**src/synth_pkg.sv**
```systemverilog
package synth_pkg;
    // Digit positions of the division ratio
    localparam int unsigned DIGIT_COUNT = 4;
    localparam logic [1:0] DIGIT_ONES = 2'h0;
    localparam logic [1:0] DIGIT_TENS = 2'h1;
    localparam logic [1:0] DIGIT_HUNDREDS = 2'h2;
    localparam logic [1:0] DIGIT_THOUSANDS = 2'h3;
    // Largest programmable ratio
    localparam logic [10:0] RATIO_MAX = 11'h7cf;
    // On-chip prescaler divides by five
    localparam logic [2:0] PRESCALE_DIV = 3'h5;
    localparam logic [2:0] PRESCALE_RESET = 3'h0;
    // Counter reset value, BCD
    localparam logic [3:0] DIGIT_RESET = 4'h0;
    // Band select encoding
    localparam logic BAND_FM = 1'b0;
    localparam logic BAND_AM = 1'b1;
    // Phase detector states
    typedef enum logic [1:0] {
        PD_IDLE = 2'b00,
        PD_UP = 2'b01,
        PD_DOWN = 2'b10
    } pd_state_t;
endpackage

```
**src/synth_divider.sv**
```systemverilog
// Contract
// - Divide input by ratio up to 1999
// - Each digit latched by its own strobe
// - AM bypasses prescaler and first decade
// - Step is 10 kHz AM, 100 kHz FM
// - FM prescaler divides by ten overall
// - Comparator corrects on phase or frequency error
// - Up to 200 AM, 2000 FM channels
// - Output idle when matched, up lead, down lag
// - Pulse width equals rising edge interval
`timescale 1ns/1ns
`default_nettype none
module synth_divider
    import synth_pkg::*;
(
    input wire logic clock_i,
    input wire logic rst_i,
    input wire logic lo_i,
    input wire logic ref_i,
    input wire logic band_select_i,
    input wire logic [3:0] digit_i,
    input wire logic [3:0] strobe_i,
    output logic div_out_o,
    output logic pd_out_o,
    output logic pd_oe_n_o,
    output logic [3:0] stage_ones_o
);
    // Two-flop synchronisers for every pin input
    logic [1:0] lo_s, ref_s, band_s;
    logic [3:0] dig_s0, dig_s1, stb_s0, stb_s1;
    // Delayed copies for edge detection
    logic lo_d, ref_d;
    logic [3:0] stb_d;

    always_ff @(posedge clock_i or posedge rst_i) begin
        if (rst_i) begin
            lo_s <= 2'h0;
            ref_s <= 2'h0;
            band_s <= 2'h0;
            dig_s0 <= 4'h0;
            dig_s1 <= 4'h0;
            stb_s0 <= 4'h0;
            stb_s1 <= 4'h0;
            lo_d <= 1'b0;
            ref_d <= 1'b0;
            stb_d <= 4'h0;
        end else begin
            lo_s <= {lo_s[0], lo_i};
            ref_s <= {ref_s[0], ref_i};
            band_s <= {band_s[0], band_select_i};
            dig_s0 <= digit_i;
            dig_s1 <= dig_s0;
            stb_s0 <= strobe_i;
            stb_s1 <= stb_s0;
            lo_d <= lo_s[1];
            ref_d <= ref_s[1];
            stb_d <= stb_s1;
        end
    end

    // Rising edges seen after synchronisation
    wire lo_rise = lo_s[1] & ~lo_d;
    wire ref_rise = ref_s[1] & ~ref_d;
    wire [3:0] stb_rise = stb_s1 & ~stb_d;

    // Holding latches, one per digit; thousands digit is one bit
    logic [3:0] hold_ones, hold_tens, hold_hund;
    logic hold_thou;

    // Each strobe loads only its own latch, one digit at a time
    always_ff @(posedge clock_i or posedge rst_i) begin
        if (rst_i) begin
            hold_ones <= DIGIT_RESET;
            hold_tens <= DIGIT_RESET;
            hold_hund <= DIGIT_RESET;
            hold_thou <= 1'b0;
        end else begin
            if (stb_rise[DIGIT_ONES]) begin
                hold_ones <= dig_s1;
            end
            if (stb_rise[DIGIT_TENS]) begin
                hold_tens <= dig_s1;
            end
            if (stb_rise[DIGIT_HUNDREDS]) begin
                hold_hund <= dig_s1;
            end
            if (stb_rise[DIGIT_THOUSANDS]) begin
                hold_thou <= dig_s1[0];
            end
        end
    end

    // Prescaler by five; with the external divide-by-two gives ten
    logic [2:0] pre_cnt;
    logic band_am;
    assign band_am = (band_s[1] == BAND_AM);

    always_ff @(posedge clock_i or posedge rst_i) begin
        if (rst_i) begin
            pre_cnt <= PRESCALE_RESET;
        end else if (band_am) begin
            pre_cnt <= PRESCALE_RESET;
        end else if (lo_rise) begin
            if (pre_cnt == PRESCALE_DIV - 3'h1) begin
                pre_cnt <= PRESCALE_RESET;
            end else begin
                pre_cnt <= pre_cnt + 3'h1;
            end
        end
    end

    // Counter clock: prescaled in FM, raw oscillator in AM
    wire cnt_tick = band_am ? lo_rise :
        (lo_rise && pre_cnt == PRESCALE_DIV - 3'h1);

    // Down counter in BCD stages; ones stage unused in AM
    logic [3:0] c_ones, c_tens, c_hund;
    logic c_thou;
    // Terminal count: all used stages at zero, ones ignored in AM
    wire ones_zero = band_am || (c_ones == DIGIT_RESET);
    wire at_term = ones_zero && c_tens == DIGIT_RESET &&
        c_hund == DIGIT_RESET && !c_thou;

    // Borrow through decades, reload latched ratio at terminal count
    always_ff @(posedge clock_i or posedge rst_i) begin
        if (rst_i) begin
            c_ones <= DIGIT_RESET;
            c_tens <= DIGIT_RESET;
            c_hund <= DIGIT_RESET;
            c_thou <= 1'b0;
        end else if (cnt_tick) begin
            if (at_term) begin
                // Reload; AM drops the ones digit so step is 10 kHz
                c_ones <= hold_ones;
                c_tens <= hold_tens;
                c_hund <= hold_hund;
                c_thou <= hold_thou;
            end else if (!ones_zero) begin
                c_ones <= c_ones - 4'h1;
            end else begin
                c_ones <= band_am ? c_ones : 4'h9;
                if (c_tens != DIGIT_RESET) begin
                    c_tens <= c_tens - 4'h1;
                end else begin
                    c_tens <= 4'h9;
                    if (c_hund != DIGIT_RESET) begin
                        c_hund <= c_hund - 4'h1;
                    end else begin
                        c_hund <= 4'h9;
                        c_thou <= 1'b0;
                    end
                end
            end
        end
    end

    // One divided pulse per completed cycle
    logic div_pulse;
    always_ff @(posedge clock_i or posedge rst_i) begin
        if (rst_i) begin
            div_pulse <= 1'b0;
        end else begin
            div_pulse <= cnt_tick && at_term;
        end
    end

    // Divided output toggles each cycle so its rising edge marks every second cycle
    always_ff @(posedge clock_i or posedge rst_i) begin
        if (rst_i) begin
            div_out_o <= 1'b0;
        end else if (div_pulse) begin
            div_out_o <= ~div_out_o;
        end
    end

    // Ones stage visible for observation
    always_ff @(posedge clock_i or posedge rst_i) begin
        if (rst_i) begin
            stage_ones_o <= DIGIT_RESET;
        end else begin
            stage_ones_o <= c_ones;
        end
    end

    // Phase detector: divided edge first drives high until ref edge
    pd_state_t pd_state;
    wire div_rise = div_pulse && !div_out_o;

    always_ff @(posedge clock_i or posedge rst_i) begin
        if (rst_i) begin
            pd_state <= PD_IDLE;
        end else begin
            case (pd_state)
                PD_IDLE: begin
                    if (div_rise && !ref_rise) begin
                        pd_state <= PD_UP;
                    end else if (ref_rise && !div_rise) begin
                        pd_state <= PD_DOWN;
                    end
                end
                PD_UP: begin
                    if (ref_rise) begin
                        pd_state <= PD_IDLE;
                    end
                end
                PD_DOWN: begin
                    if (div_rise) begin
                        pd_state <= PD_IDLE;
                    end
                end
                default: pd_state <= PD_IDLE;
            endcase
        end
    end

    // Registered three-state drive; enable low while driving
    always_ff @(posedge clock_i or posedge rst_i) begin
        if (rst_i) begin
            pd_out_o <= 1'b0;
            pd_oe_n_o <= 1'b1;
        end else begin
            pd_out_o <= (pd_state == PD_UP);
            pd_oe_n_o <= (pd_state == PD_IDLE);
        end
    end

    a_pd_idle_hiz: assert property (@(posedge clock_i) disable iff (rst_i)
        (pd_state == PD_IDLE) |=> pd_oe_n_o)
        else $error("detector drives while idle");

    a_pd_up_level: assert property (@(posedge clock_i) disable iff (rst_i)
        (pd_state == PD_UP) |=> (pd_out_o && !pd_oe_n_o))
        else $error("lead pulse not high");

    a_pd_up_end: assert property (@(posedge clock_i) disable iff (rst_i)
        (pd_state == PD_UP && ref_rise) |=> pd_state == PD_IDLE)
        else $error("lead pulse not ended by reference");

    a_pd_down_end: assert property (@(posedge clock_i) disable iff (rst_i)
        (pd_state == PD_DOWN && div_rise) |=> pd_state == PD_IDLE)
        else $error("lag pulse not ended by divider");

    a_reload_ratio: assert property (@(posedge clock_i) disable iff (rst_i)
        (cnt_tick && at_term) |=> (c_tens == $past(hold_tens) &&
        c_hund == $past(hold_hund) && c_thou == $past(hold_thou)))
        else $error("ratio not reloaded");

    a_term_pulse: assert property (@(posedge clock_i) disable iff (rst_i)
        (cnt_tick && at_term) |=> div_pulse ##1 (div_out_o != $past(div_out_o)))
        else $error("division edge missing");

    a_am_bypass: assert property (@(posedge clock_i) disable iff (rst_i)
        band_am |=> pre_cnt == PRESCALE_RESET)
        else $error("prescaler active in AM");

    a_strobe_load: assert property (@(posedge clock_i) disable iff (rst_i)
        stb_rise[DIGIT_TENS] |=> hold_tens == $past(dig_s1))
        else $error("digit not latched");

    a_no_midload: assert property (@(posedge clock_i) disable iff (rst_i)
        (!(cnt_tick && at_term) && stb_rise[DIGIT_HUNDREDS] && c_hund != 4'h0
        && !cnt_tick) |=> c_hund == $past(c_hund))
        else $error("digit applied mid cycle");

    a_prescale_max: assert property (@(posedge clock_i) disable iff (rst_i)
        pre_cnt < PRESCALE_DIV)
        else $error("prescaler out of range");
endmodule
`default_nettype wire

```
**config.mk**
```make
export PLATFORM = sky130hd
export DESIGN_NAME = synth_divider
export DESIGN_NICKNAME = d
export VERILOG_FILES = /design/src/synth_pkg.sv /design/src/synth_divider.sv
export SDC_FILE = /design/constraint.sdc
export NUM_CORES = 1
export LEC_CHECK = 0
export CAP_MARGIN = 20
export CORE_MARGIN = 2
export CORE_UTILIZATION = 45
export CTS_CLUSTER_DIAMETER = 120
export DETAILED_ROUTE_END_ITERATION = 8
export DONT_BUFFER_PORTS = 1
export HOLD_SLACK_MARGIN = 0.15
export MAX_ROUTING_LAYER = met4
export PLACE_DENSITY_LB_ADDON = 0.15
export REMOVE_ABC_BUFFERS = 1
export SLEW_MARGIN = 30
export SYNTH_ARGS = -nofsm -noshare
export SYNTH_HDL_FRONTEND = slang
export SYNTH_SLANG_ARGS = --single-unit
```
**constraint.sdc**
```tcl
create_clock -name clock_i -period 4 [get_ports clock_i]
set_clock_uncertainty 0.05 [all_clocks]
set_input_delay 0.8 -clock clock_i [delete_from_list [all_inputs] [get_ports clock_i]]
set_output_delay 0.8 -clock clock_i [all_outputs]
set_load 0.005 [all_outputs]
```
======== After elaboration in Yosys (flattened, before gate mapping) ========
Cells that the tools add are included.
storage, ports and cells
  output and inout port bits .............. 7
  logic and storage cells ................. 94
  bits in registers ....................... 67
operators by class
  muxes and demuxes ....................... 23
  equality and inequality tests ........... 9
  bitwise gates (word level) .............. 7
  $add $sub $neg .......................... 4
  reductions and logical operators ........ 26
operators with widths
  cell                   count
  $mux W4                10
  $logic_not A4 Y1       3
  $sub A4 B1 Y4 const B  3
  $mux W3                3
  $logic_and A1 B1 Y1    8
  $mux W2                4
  $ne A2 B2 Y1 const B   4
  $reduce_bool A4 Y1     2
  $pmux W2 S3            1
  $reduce_and A3 Y1      2
  $mux W1                5
  $and A4 B4 Y4          1
  $logic_not A1 Y1       4
  $not A4 Y4             1
  $reduce_and A2 Y1      2
  $reduce_and A4 Y1      1
  $reduce_bool A2 Y1     2
  $add A3 B1 Y3 const B  1
  $eq A3 B3 Y1 const B   1
  $ne A3 B2 Y1 const B   1
  $ne A3 B3 Y1 const B   1
  $not A1 Y1             3
  $and A1 B1 Y1          2
  $eq A2 B1 Y1 const B   1
  3 further kinds        3

======== Longest topological paths before layout ========
Gate-level depths: netlist (run 1).
  depth in word-level cells ............... 7
  depth in mapped cells ................... 7
  depth with buffers taken out ............ 6

======== Least setup slack after synthesis (run 1) ========
Ideal clock, no wire load.
  path kind ............................... register -> register
  from .................................... register c_ones[0]
  to ...................................... register c_thou
  period minus slack after synthesis ...... 1834 ps
  stages on the path, launching flop included .. 7
  slack ................................... 2166 ps
  path buffers ............................ 0
  data arrival time ....................... 1657 ps
  cells stage by stage .................... dfrtp_1 > inv_1 > ha_1 > nor3b_4 > o211ai_4 > nor4_2 > mux2_1
between the ends
  longest elaborated chain between the ends .. 7
RTL lines
  what                                                                        RTL line              text
  start: declaration                                                          synth_divider.sv:117  logic [3:0] c_ones, c_tens, c_hund;
  start signal: assignment                                                    synth_divider.sv:134  c_ones <= hold_ones;
  start signal: assignment                                                    synth_divider.sv:139  c_ones <= c_ones - 4'h1;
  start signal: assignment                                                    synth_divider.sv:141  c_ones <= band_am ? c_ones : 4'h9;
  $logic_not A4 Y1 *                                                          synth_divider.sv:120  wire ones_zero = band_am || (c_ones == DIGIT_RESET);
  $logic_or A1 B1 Y1 *                                                        synth_divider.sv:120
  $logic_and A1 B1 Y1 (2 in a row)                                            synth_divider.sv:121  wire at_term = ones_zero && c_tens == DIGIT_RESET &&
  $logic_and A1 B1 Y1                                                         synth_divider.sv:122  c_hund == DIGIT_RESET && !c_thou;
  $ne A2 B2 Y1 (no source line) / $reduce_bool A2 Y1 (equally long branches)  --
  $reduce_and A4 Y1 (no source line)                                          --
  end signal: assignment                                                      synth_divider.sv:137  c_thou <= hold_thou;
  end: declaration                                                            synth_divider.sv:118  logic c_thou;
Mark *: on every way between the ends. The rest lies on a longest branch, timed or not.
A chain may end at the register's enable or synchronous reset.

======== Final worst setup path (run 1) ========
  from .................................... register c_ones[0]
  to ...................................... register c_ones[1]
between the ends
  longest elaborated chain between the ends .. 7
RTL lines
  what                                RTL line
  $logic_not A4 Y1                    synth_divider.sv:120
  $logic_or A1 B1 Y1                  synth_divider.sv:120
  $logic_and A1 B1 Y1 (2 in a row)    synth_divider.sv:121
  $logic_and A1 B1 Y1                 synth_divider.sv:122
  $ne A3 B2 Y1 (no source line)       --
  $reduce_and A2 Y1 (no source line)  --
Several ways; a longest one is shown, not always the timed one.

==> flow_summary.yaml, run 1 <==
critical_path:
  critPathArrivalTime_ps: 2310
  crit_path_end_kind: "flop"
  ff2ff_path_depth: 6
  worstPathCellList: "inv_1 -> ha_1 -> nor3b_4 -> o211a_1 -> a21o_1 -> mux2i_1"
  reg2reg_from: "c_ones[0]"
  r2r_slack_ps: 1890
  cpPeakStageDelay_ps: 440
  worstSetupStartpointType: "flop"
  crit_start: "c_ones[0]"
  crit_path_top_delay_cell: "dfrtp_1"
  critPathCapture: "c_ones[1]"
  required_ps: 4200
  worstReg2RegEnd: "c_ones[1]"
  critPathMaxFanout: 11
  crit_type: "reg2reg"
global_route:
  grt_usage_pct: 16.23
  grt-ovfl-total: 0
  grt_pass1_vias: 1600
  antenna_found_initial: 0
  grt_max_degree: 54
  grt_pass1_wl_microns: 7479
logic_synthesis:
  syn_area_sq_um: 2602
  synth.avg_cell_area_sq_um: 12.88
  synth.top_cell.area_share_pct: 63.46
  ys_async_sr_fraction_pct: 100.0
  ys_seq_elements: 67
  yosys_warnings: 0
  synthMostInstantiatedCell: "dfrtp_1"
  synthTopCellsByCount: "dfrtp_1 (66), nand2_1 (20), o21ai_0 (11)"
  ys_seq_area_share_pct: 64.47
  synth_ff_type: "dfrtp_1"
  yosysUniqueCellTypes: 48
  yosysTopAreaCell: "dfrtp_1"
  synth_area_leaders: "dfrtp_1 (63%), mux2_2 (4.3%), nand2_1 (2.9%), ha_1 (2.4%), o21ai_0 (2.1%)"
  synthCells: 202
  synth_enable_flop_cells: 0
detailed_routing:
  vias_per_cell: 5.462
  postRouteAntennaNets: 0
  drt_iter0_markers: 127
  routed_wl_microns: 4229
  drc_errors: 0
  drt-pass1-iter-count: 4
  num_vias: 1573
  wire_per_inst_microns: 14.68
timing:
  max_slew_margin_pct: 58.75
  max_freq_ghz: 0.4748
  drv_slew: 0
  rsz0062_at_grt: "no"
  fin_ws_ps: 1894
  fin_crit_ps: 2106
  fin_setup_tns_ps: 0
  final-hold-violation-count: 0
  worst_pin_slew_ps: 618.8
  whs_ps: 301.1
  min_period_over_period_pct: 52.66
  report.final.setup_viol: 0
cells_and_area:
  area_growth_pct: 10.96
  antenna_cells: 0
  drive_gt1_share_pct: 16.20
  fin_nets: 229
  fillers: 495
  regArea_sq_um: 1678
  multi_input_area_sq_um: 878.3
die:
  row_count: 27
  die_y_microns: 80.05
  die_area_sq_um: 6408
  pin_count: 20
  core-area_sq_um: 5540
  start_util_pct: 46.97
  die_x_microns: 80.05
job:
  max-cap-violations: 0
power_and_ir_drop:
  pwr_density_cell_nw_per_um2: 621.4
  p_leak_nw: 1.253
  peakVddDrop_v: 0.0002522
clock_network:
  cts_setup_buffers: 0
  clock_latency_ps: 340
  ctsHoldBuffers: 0
  cts_tree: "done"
  cts_buffers: 9
  clock_sinks: 67
  cts_buffer_depth: 2
  htree_levels: 3
  clk_pin_slew_worst_paths_ps: 80
  cts_resized: 0
  cts-root-buf: "clkbuf_8"
placement:
  gp_congestion: 0.9021
  dp_slack_ps: 1971
  numPortBuffers: 0
  dp.final_hpwl_microns: 2908
min_path:
  hold_path_class: "reg2reg"
run_status:
  outcome: "completed"
[worst max-delay path: cells and delay by family, from the launching register on]
kind / cells / cell delay (ps)
DFF: 1 / 440
and+or+nand+nor: 1 / 390
buffers and inverters: 1 / 110
muxes: 1 / 240
AOI/OAI and AO/OA: 2 / 630
adders and majority gates: 1 / 150
[metal layers]
layer | part of all wire (%) | track usage, %
met5 | 0 | -
met4 | 2.8 | 9.661
met3 | 4.1 | 4.045
met2 | 48 | 24.08
met1 | 45 | 20.20
[power breakdown]
group          internal [mW]  switching, mW
registers              0.795          0.132
clock network          0.292          0.264
logic                  0.140          0.172
total                   1.23          0.568
[placed cells by master, fill, tap and decap left out, types with 2 or more instances in the layout]
cell,n
nand2b_1,6
a31oi_1,2
clkbuf_8,9
ha_1,5
a211oi_1,3
a21o_1,2
a22oi_1,2
o2111ai_1,2
nor2b_1,8
clkinv_4,3
inv_1,7
nor3_1,6
a21oi_1,7
o2bb2ai_1,2
o31ai_1,2
o21ai_0,11
mux2_2,10
o211ai_1,2
or3_1,2
nor2_1,7
nand2_1,20
nor3b_1,2
dfrtp_1,66
[logic make-up after synthesis]
| logic type | after synthesis | synth area share, % |
|---|---|---|
| XOR/XNOR | 1 | 0.3366 |
| AND/OR/NAND/NOR | 62 | 13.75 |
| multiplexers | 12 | 5.144 |
| AO/OA/AOI/OAI | 44 | 12.11 |
| adder cells (fa/ha/maj) | 5 | 2.404 |
| buffers and inverters | 11 | 1.779 |
| flip-flops | 67 | 64.47 |
[metrics by stage]
step	util (%)	total power, mW	instances	area, sq um
2_1_floorplan	-	1.158	199	2586
3_3_place_gp	48.44	1.235	272	2684
5_1_grt	52.12	1.912	288	2888
4_1_cts	52.12	1.815	288	2888
6_report	52.12	1.795	288	2888
3_5_place_dp	48.49	1.247	272	2686
[how the worst min path moves through the flow]
| stage | from | endpoint | slack, ps | depth (start not counted) |
|---|---|---|---|---|
| 3_5_place_dp | lo_s[0] | lo_s[1] | 280 | 0 |
| 2_1_floorplan | band_s[0] | band_s[1] | 280 | 0 |
| 6_report | lo_s[0] | lo_s[1] | 300 | 0 |
| 4_1_cts | lo_s[0] | lo_s[1] | 300 | 0 |
| 5_1_grt | stb_s0[3] | stb_s1[3] | 310 | 0 |
| 3_3_place_gp | stb_s0[3] | stb_s1[3] | 280 | 0 |
[layout make-up]
cell class | instances | share of cell area, %
inverters | 8 | 1.127
clock inverters | 7 | 2.686
repair buffers | 1 | 0.2600
well taps | 72 | 3.120
flip-flops and latches | 67 | 58.10
clock buffers | 9 | 4.289
multi-input cells | 124 | 30.42
Note: power is estimated with default switching activity, not from simulation.
==> run 2, diff against run 1 <==
==> constraint.sdc (replaced) <==
create_clock -name clock_i -period 2.02 [get_ports clock_i]
set_clock_uncertainty 0.05 [all_clocks]
set_input_delay 0.404 -clock clock_i [delete_from_list [all_inputs] [get_ports clock_i]]
set_output_delay 0.404 -clock clock_i [all_outputs]
set_load 0.005 [all_outputs]
==> run 2 against run 1 <==
Compared with the run above:
- count of clock-buffer cells in the layout rose by 1
- utilization increased by 3.2 points
- global-route usage increased by 0.72 points
- power rose by 100%
- first-iteration DRC count is 25% higher
- final cell count up 6.6%
- final area up 6.2%
- sequential power is 97% higher
- via count up 3.4%
- maximum frequency increased by 8.6%
- clock power grew 98%
- setup slack got worse by 1800 ps
- critical endpoint is now c_hund[3]
- largest power group unchanged
==> flow_summary.yaml, run 2 (synthesis gave the netlist of run 1 again) <==
run_status:
  outcome: "completed"
power_and_ir_drop:
  peakVddDrop_v: 0.0006212
  power_frac_comb_pct: 19.5
  switching_share_pct: 30.78
  p_clk_share_pct: 30.3
  switchingPower_mw: 1.113
  pwr_density_cell_nw_per_um2: 1179
  sequentialPowerShare_pct: 50.2
  internal-power_mw: 2.503
  p_leak_nw: 1.318
detailed_routing:
  drc_errors: 0
  vias_per_cell: 5.296
  postRouteAntennaNets: 0
  drt-pass1-iter-count: 4
  num_vias: 1626
  routed_wl_microns: 4467
  drt_iter0_markers: 159
  wire_per_inst_microns: 14.55
critical_path:
  required_ps: 2170
  crit_path_end_kind: "flop"
  critPathTopFamily: "compound AO/OA/AOI/OAI gates"
  worstPathCellList: "inv_1 -> ha_1 -> nor3b_4 -> buf_4 -> o2111ai_2 -> o2111ai_1 -> o21ai_0"
  critPathArrivalTime_ps: 2090
  crit_type: "reg2reg"
  crit_buf_inv: 2
  worstSetupStartpointType: "flop"
  crit_path_top_delay_cell: "dfrtp_1"
  cpPeakStageDelay_ps: 410
  critPathMaxFanout: 5
global_route:
  grt-ovfl-total: 0
  grt_max_degree: 39
  grt_pass1_vias: 1677
  antenna_found_initial: 0
  grt_usage_pct: 16.94
  grt_pass1_wl_microns: 7900
timing:
  whs_ps: 297.7
  rsz0062_at_grt: "no"
  fin_ws_ps: 80.34
  min_period_over_period_pct: 96.02
  worst_pin_slew_ps: 582.7
  final-hold-violation-count: 0
  max_slew_margin_pct: 60.85
  fin_crit_ps: 1940
  max_freq_ghz: 0.5156
  drv_slew: 0
  report.final.setup_viol: 0
min_path:
  hold_path_class: "reg2reg"
die:
  row_count: 27
  start_util_pct: 46.97
  core-area_sq_um: 5540
  die_x_microns: 80.05
  pin_count: 20
  die_y_microns: 80.05
  die_area_sq_um: 6408
clock_network:
  clock_latency_ps: 340
  cts_buffers: 9
  cts-root-buf: "clkbuf_8"
  clk_pin_slew_worst_paths_ps: 80
  clock_sinks: 67
  htree_levels: 3
  cts_buffer_depth: 2
  cts_tree: "done"
placement:
  gp_congestion: 0.8459
  dp.final_hpwl_microns: 3131
  numPortBuffers: 0
  dp_slack_ps: 49.98
cells_and_area:
  mostFrequentLayoutCell: "dfrtp_1"
  antenna_cells: 0
  area_growth_pct: 17.79
  fin_nets: 248
  drive_gt1_share_pct: 18.72
  layout_common_cells: "dfrtp_1 (66), nand2_1 (20), dlygate4sd3_1 (12)"
job:
  max-cap-violations: 0
==> run 2: cell types whose count changed in the layout (fill, tap and decap cells not counted), moves of 3 or more <==
cell | before | now
clkinvlp_4 | 1 | 4
clkinv_4 | 3 | 0
dlygate4sd3_1 | 0 | 12
buf_4 | 1 | 8
==> run 2: area by class of cell <==
type	instances	area [sq um]
Fill cell	502	2475
Clock inverter	6	65.06
Tap cell	72	90.09
Multi-Input combinational cell	124	884.6
Sequential cell	67	1678
Clock buffer	10	137.6
Inverter	8	30.03
Timing Repair Buffer	20	180.2
==> run 2: repair_timing <==
action	in CTS	in global routing
buffers inserted	0	1
setup endpoints to repair	0	8
hold buffers	12	0
endpoints found under the hold margin	77	0
resized for setup	0	2
==> run 2: routing by layer <==
metal,GRT usage (%),vias up,part of all wire [%]
li1,-,780,-
met1,21.38,807,46
met2,25.42,35,50
met3,5.393,4,3.9
met4,7.119,0,0.81
met5,-,-,0
==> run 2: stage by stage <==
stage               util (%)  setup TNS, ps  power (mW)  cells  area (sq um)
floorplan                  -          -7623       2.293    199          2586
global placement       49.25              0       2.496    278          2729
detailed placement     49.25              0       2.514    278          2729
CTS                    55.08              0       3.642    306          3052
global route           55.33              0       3.841    307          3065
finish                 55.33              0       3.615    307          3065
==> run 2: power groups by stage <==
stage / registers, mW / logic, mW / clock network (mW)
after floorplan: 1.79 / 0.500 / 0
after global placement: 1.84 / 0.661 / 0
after detailed placement: 1.84 / 0.670 / 0
after CTS: 1.82 / 0.697 / 1.13
after global routing: 1.86 / 0.798 / 1.18
final: 1.82 / 0.704 / 1.10
==> run 2: path summary, 6_finish.rpt <==
kind	startpoint	end	slack, ps	depth (start not counted)
max	c_ones[1]	c_hund[3]	80	7
min	band_s[0]	band_s[1]	300	0
max reg2reg	c_ones[1]	c_hund[3]	80	7
min reg2reg	band_s[0]	band_s[1]	300	0
max in group asynchronous	rst_i	c_ones[0]	1010	3
min in group asynchronous	rst_i	stb_s1[3]	550	3
==> run 2: worst register-to-register path: stages, from the launching register on <==
cell and delay [ps]:
dfrtp_1 410, inv_1 110, ha_1 160, nor3b_4 330, buf_4 190, o2111ai_2 160, o2111ai_1 280, o21ai_0 110
==> run 3, diff against run 2 <==
--- a/config.mk
+++ b/config.mk
@@ -15,6 +15,7 @@
 export MAX_ROUTING_LAYER = met4
 export PLACE_DENSITY_LB_ADDON = 0.15
 export REMOVE_ABC_BUFFERS = 1
+export SKIP_CTS_REPAIR_TIMING = 1
 export SLEW_MARGIN = 30
 export SYNTH_ARGS = -nofsm -noshare
 export SYNTH_HDL_FRONTEND = slang
==> constraint.sdc (replaced) <==
create_clock -name clock_i -period 2.02 [get_ports clock_i]
set_clock_uncertainty 0.05 [all_clocks]
set_input_delay 0.202 -clock clock_i [delete_from_list [all_inputs] [get_ports clock_i]]
set_output_delay 0.202 -clock clock_i [all_outputs]
set_load 0.005 [all_outputs]
==> run 3 against run 2 <==
Compared with the run above:
- non-clock buffer count up 6
- sequential power barely moved
- die area unchanged
- count of clock-buffer cells in the layout unchanged
- worst hold slack is essentially flat
- global-route usage is 0.095 points higher
- final area is 3.4% higher
- final cell count increased by 2.0%
- critical path depth is 1 higher
- setup slack worse by 46 ps
- sequential share of layout area is 1.8 points lower
- critical path type unchanged
- largest cell class unchanged
- highest routed layer unchanged
==> flow_summary.yaml, run 3 (synthesis gave the netlist of run 1 again) <==
run_status:
  outcome: "completed"
timing:
  worst_pin_slew_ps: 598.5
  min_period_over_period_pct: 98.32
  fin_ws_ps: 33.97
  drv_slew: 0
  fin_crit_ps: 1986
  report.final.setup_viol: 0
  final-hold-violation-count: 0
  max_freq_ghz: 0.5035
  max_slew_margin_pct: 59.79
clock_network:
  cts_buffer_depth: 2
  clock_sinks: 67
  cts-root-buf: "clkbuf_8"
  clock_latency_ps: 340
  cts_tree: "done"
  htree_levels: 3
  cts_buffers: 9
  clk_pin_slew_worst_paths_ps: 70
power_and_ir_drop:
  peakVddDrop_v: 0.0006106
  power_frac_comb_pct: 18.8
  p_clk_share_pct: 34.1
  power_mw: 3.870
  sequentialPowerShare_pct: 47.1
  p_leak_nw: 1.385
  switching_share_pct: 29.26
  pwr_density_cell_nw_per_um2: 1221
  switchingPower_mw: 1.132
  internal-power_mw: 2.738
cells_and_area:
  utilization_pct: 57.20
  layout_common_cells: "dfrtp_1 (66), nand2_1 (20), buf_4 (13)"
  multi_input_area_sq_um: 893.4
  fillers: 472
  mostFrequentLayoutCell: "dfrtp_1"
  regArea_sq_um: 1678
  fin_nets: 254
  antenna_cells: 0
  finalNonFillerCells: 313
  drive_gt1_share_pct: 21.16
  area_growth_pct: 21.78
placement:
  dp_slack_ps: 80.18
  numPortBuffers: 0
  dp.final_hpwl_microns: 3221
  placed_cells: 278
  gp_congestion: 0.7869
global_route:
  grt_pass1_wl_microns: 7886
  grt_max_degree: 37
  grt_pass1_vias: 1708
  grt_usage_pct: 17.04
  grt-ovfl-total: 0
  antenna_found_initial: 0
critical_path:
  critPathArrivalTime_ps: 2160
  critPathTopFamily: "flip-flops"
  required_ps: 2190
  crit_buf_inv: 3
  critPathMaxFanout: 8
  worstSetupStartpointType: "flop"
  worstPathCellList: "inv_2 -> ha_1 -> nor3b_4 -> buf_4 -> o211a_4 -> buf_12 -> nand2_1 -> mux2_2"
  crit_path_end_kind: "flop"
  cpPeakStageDelay_ps: 420
  crit_path_top_delay_cell: "dfrtp_1"
  crit_type: "reg2reg"
detailed_routing:
  wire_per_inst_microns: 14.85
  routed_wl_microns: 4648
  num_vias: 1668
  drc_errors: 0
  met3_wirelength_microns: 140
  drt_iter0_markers: 93
  wirelength_met1_microns: 2045
  drt-pass1-iter-count: 4
  dr_wl_met2_microns: 2326
  vias_per_cell: 5.329
  postRouteAntennaNets: 0
  routed.top_layer: "met4"
die:
  core-area_sq_um: 5540
  row_count: 27
  pin_count: 20
  start_util_pct: 46.97
  die_area_sq_um: 6408
  die_x_microns: 80.05
  die_y_microns: 80.05
job:
  max-cap-violations: 0
min_path:
  hold_path_class: "reg2reg"
## run 3: final cells by class
class | count | share of cell area [%]
clock buffers | 10 | 4.027
flip-flops and latches | 67 | 52.94
repair buffers | 26 | 7.501
inverters | 8 | 0.9475
well taps | 72 | 2.842
multi-input cells | 124 | 28.19
clock inverters | 6 | 3.553
## run 3: metal layers
layer,track usage (%),vias up
met5,-,-
met4,11.02,0
met3,3.933,13
met2,26.17,29
met1,20.22,832
li1,-,794
## run 3: path summary, 6_finish.rpt
path                            startpoint   endpoint  slack (ps)  cells after the start
worst min register to register   dig_s0[2]  dig_s1[2]         300                      0
max in group asynchronous            rst_i  pd_oe_n_o        1230                      3
worst min-delay path             dig_s0[2]  dig_s1[2]         300                      0
min in group asynchronous            rst_i  hold_thou         360                      3
worst max-delay path             c_ones[1]  c_tens[3]          30                      8
worst max register to register   c_ones[1]  c_tens[3]          30                      8
## run 3: stage by stage
stage	hold WS, ps	setup TNS [ps]	area, sq um
after floorplan	183.4	0	2586
after global placement	139.1	0	2729
after detailed placement	151.0	0	2729
after CTS	-215.0	0	2969
after global routing	311.9	-700.7	3169
final	298.0	0	3169
## run 3: power by group through the flow
stage                     logic (mW)  registers, mW  clock network, mW
after floorplan                0.500           1.79                  0
after global placement         0.660           1.84                  0
after detailed placement       0.676           1.85                  0
after CTS                      0.682           1.83               1.36
after global routing           0.813           1.86               1.41
final                          0.728           1.82               1.32
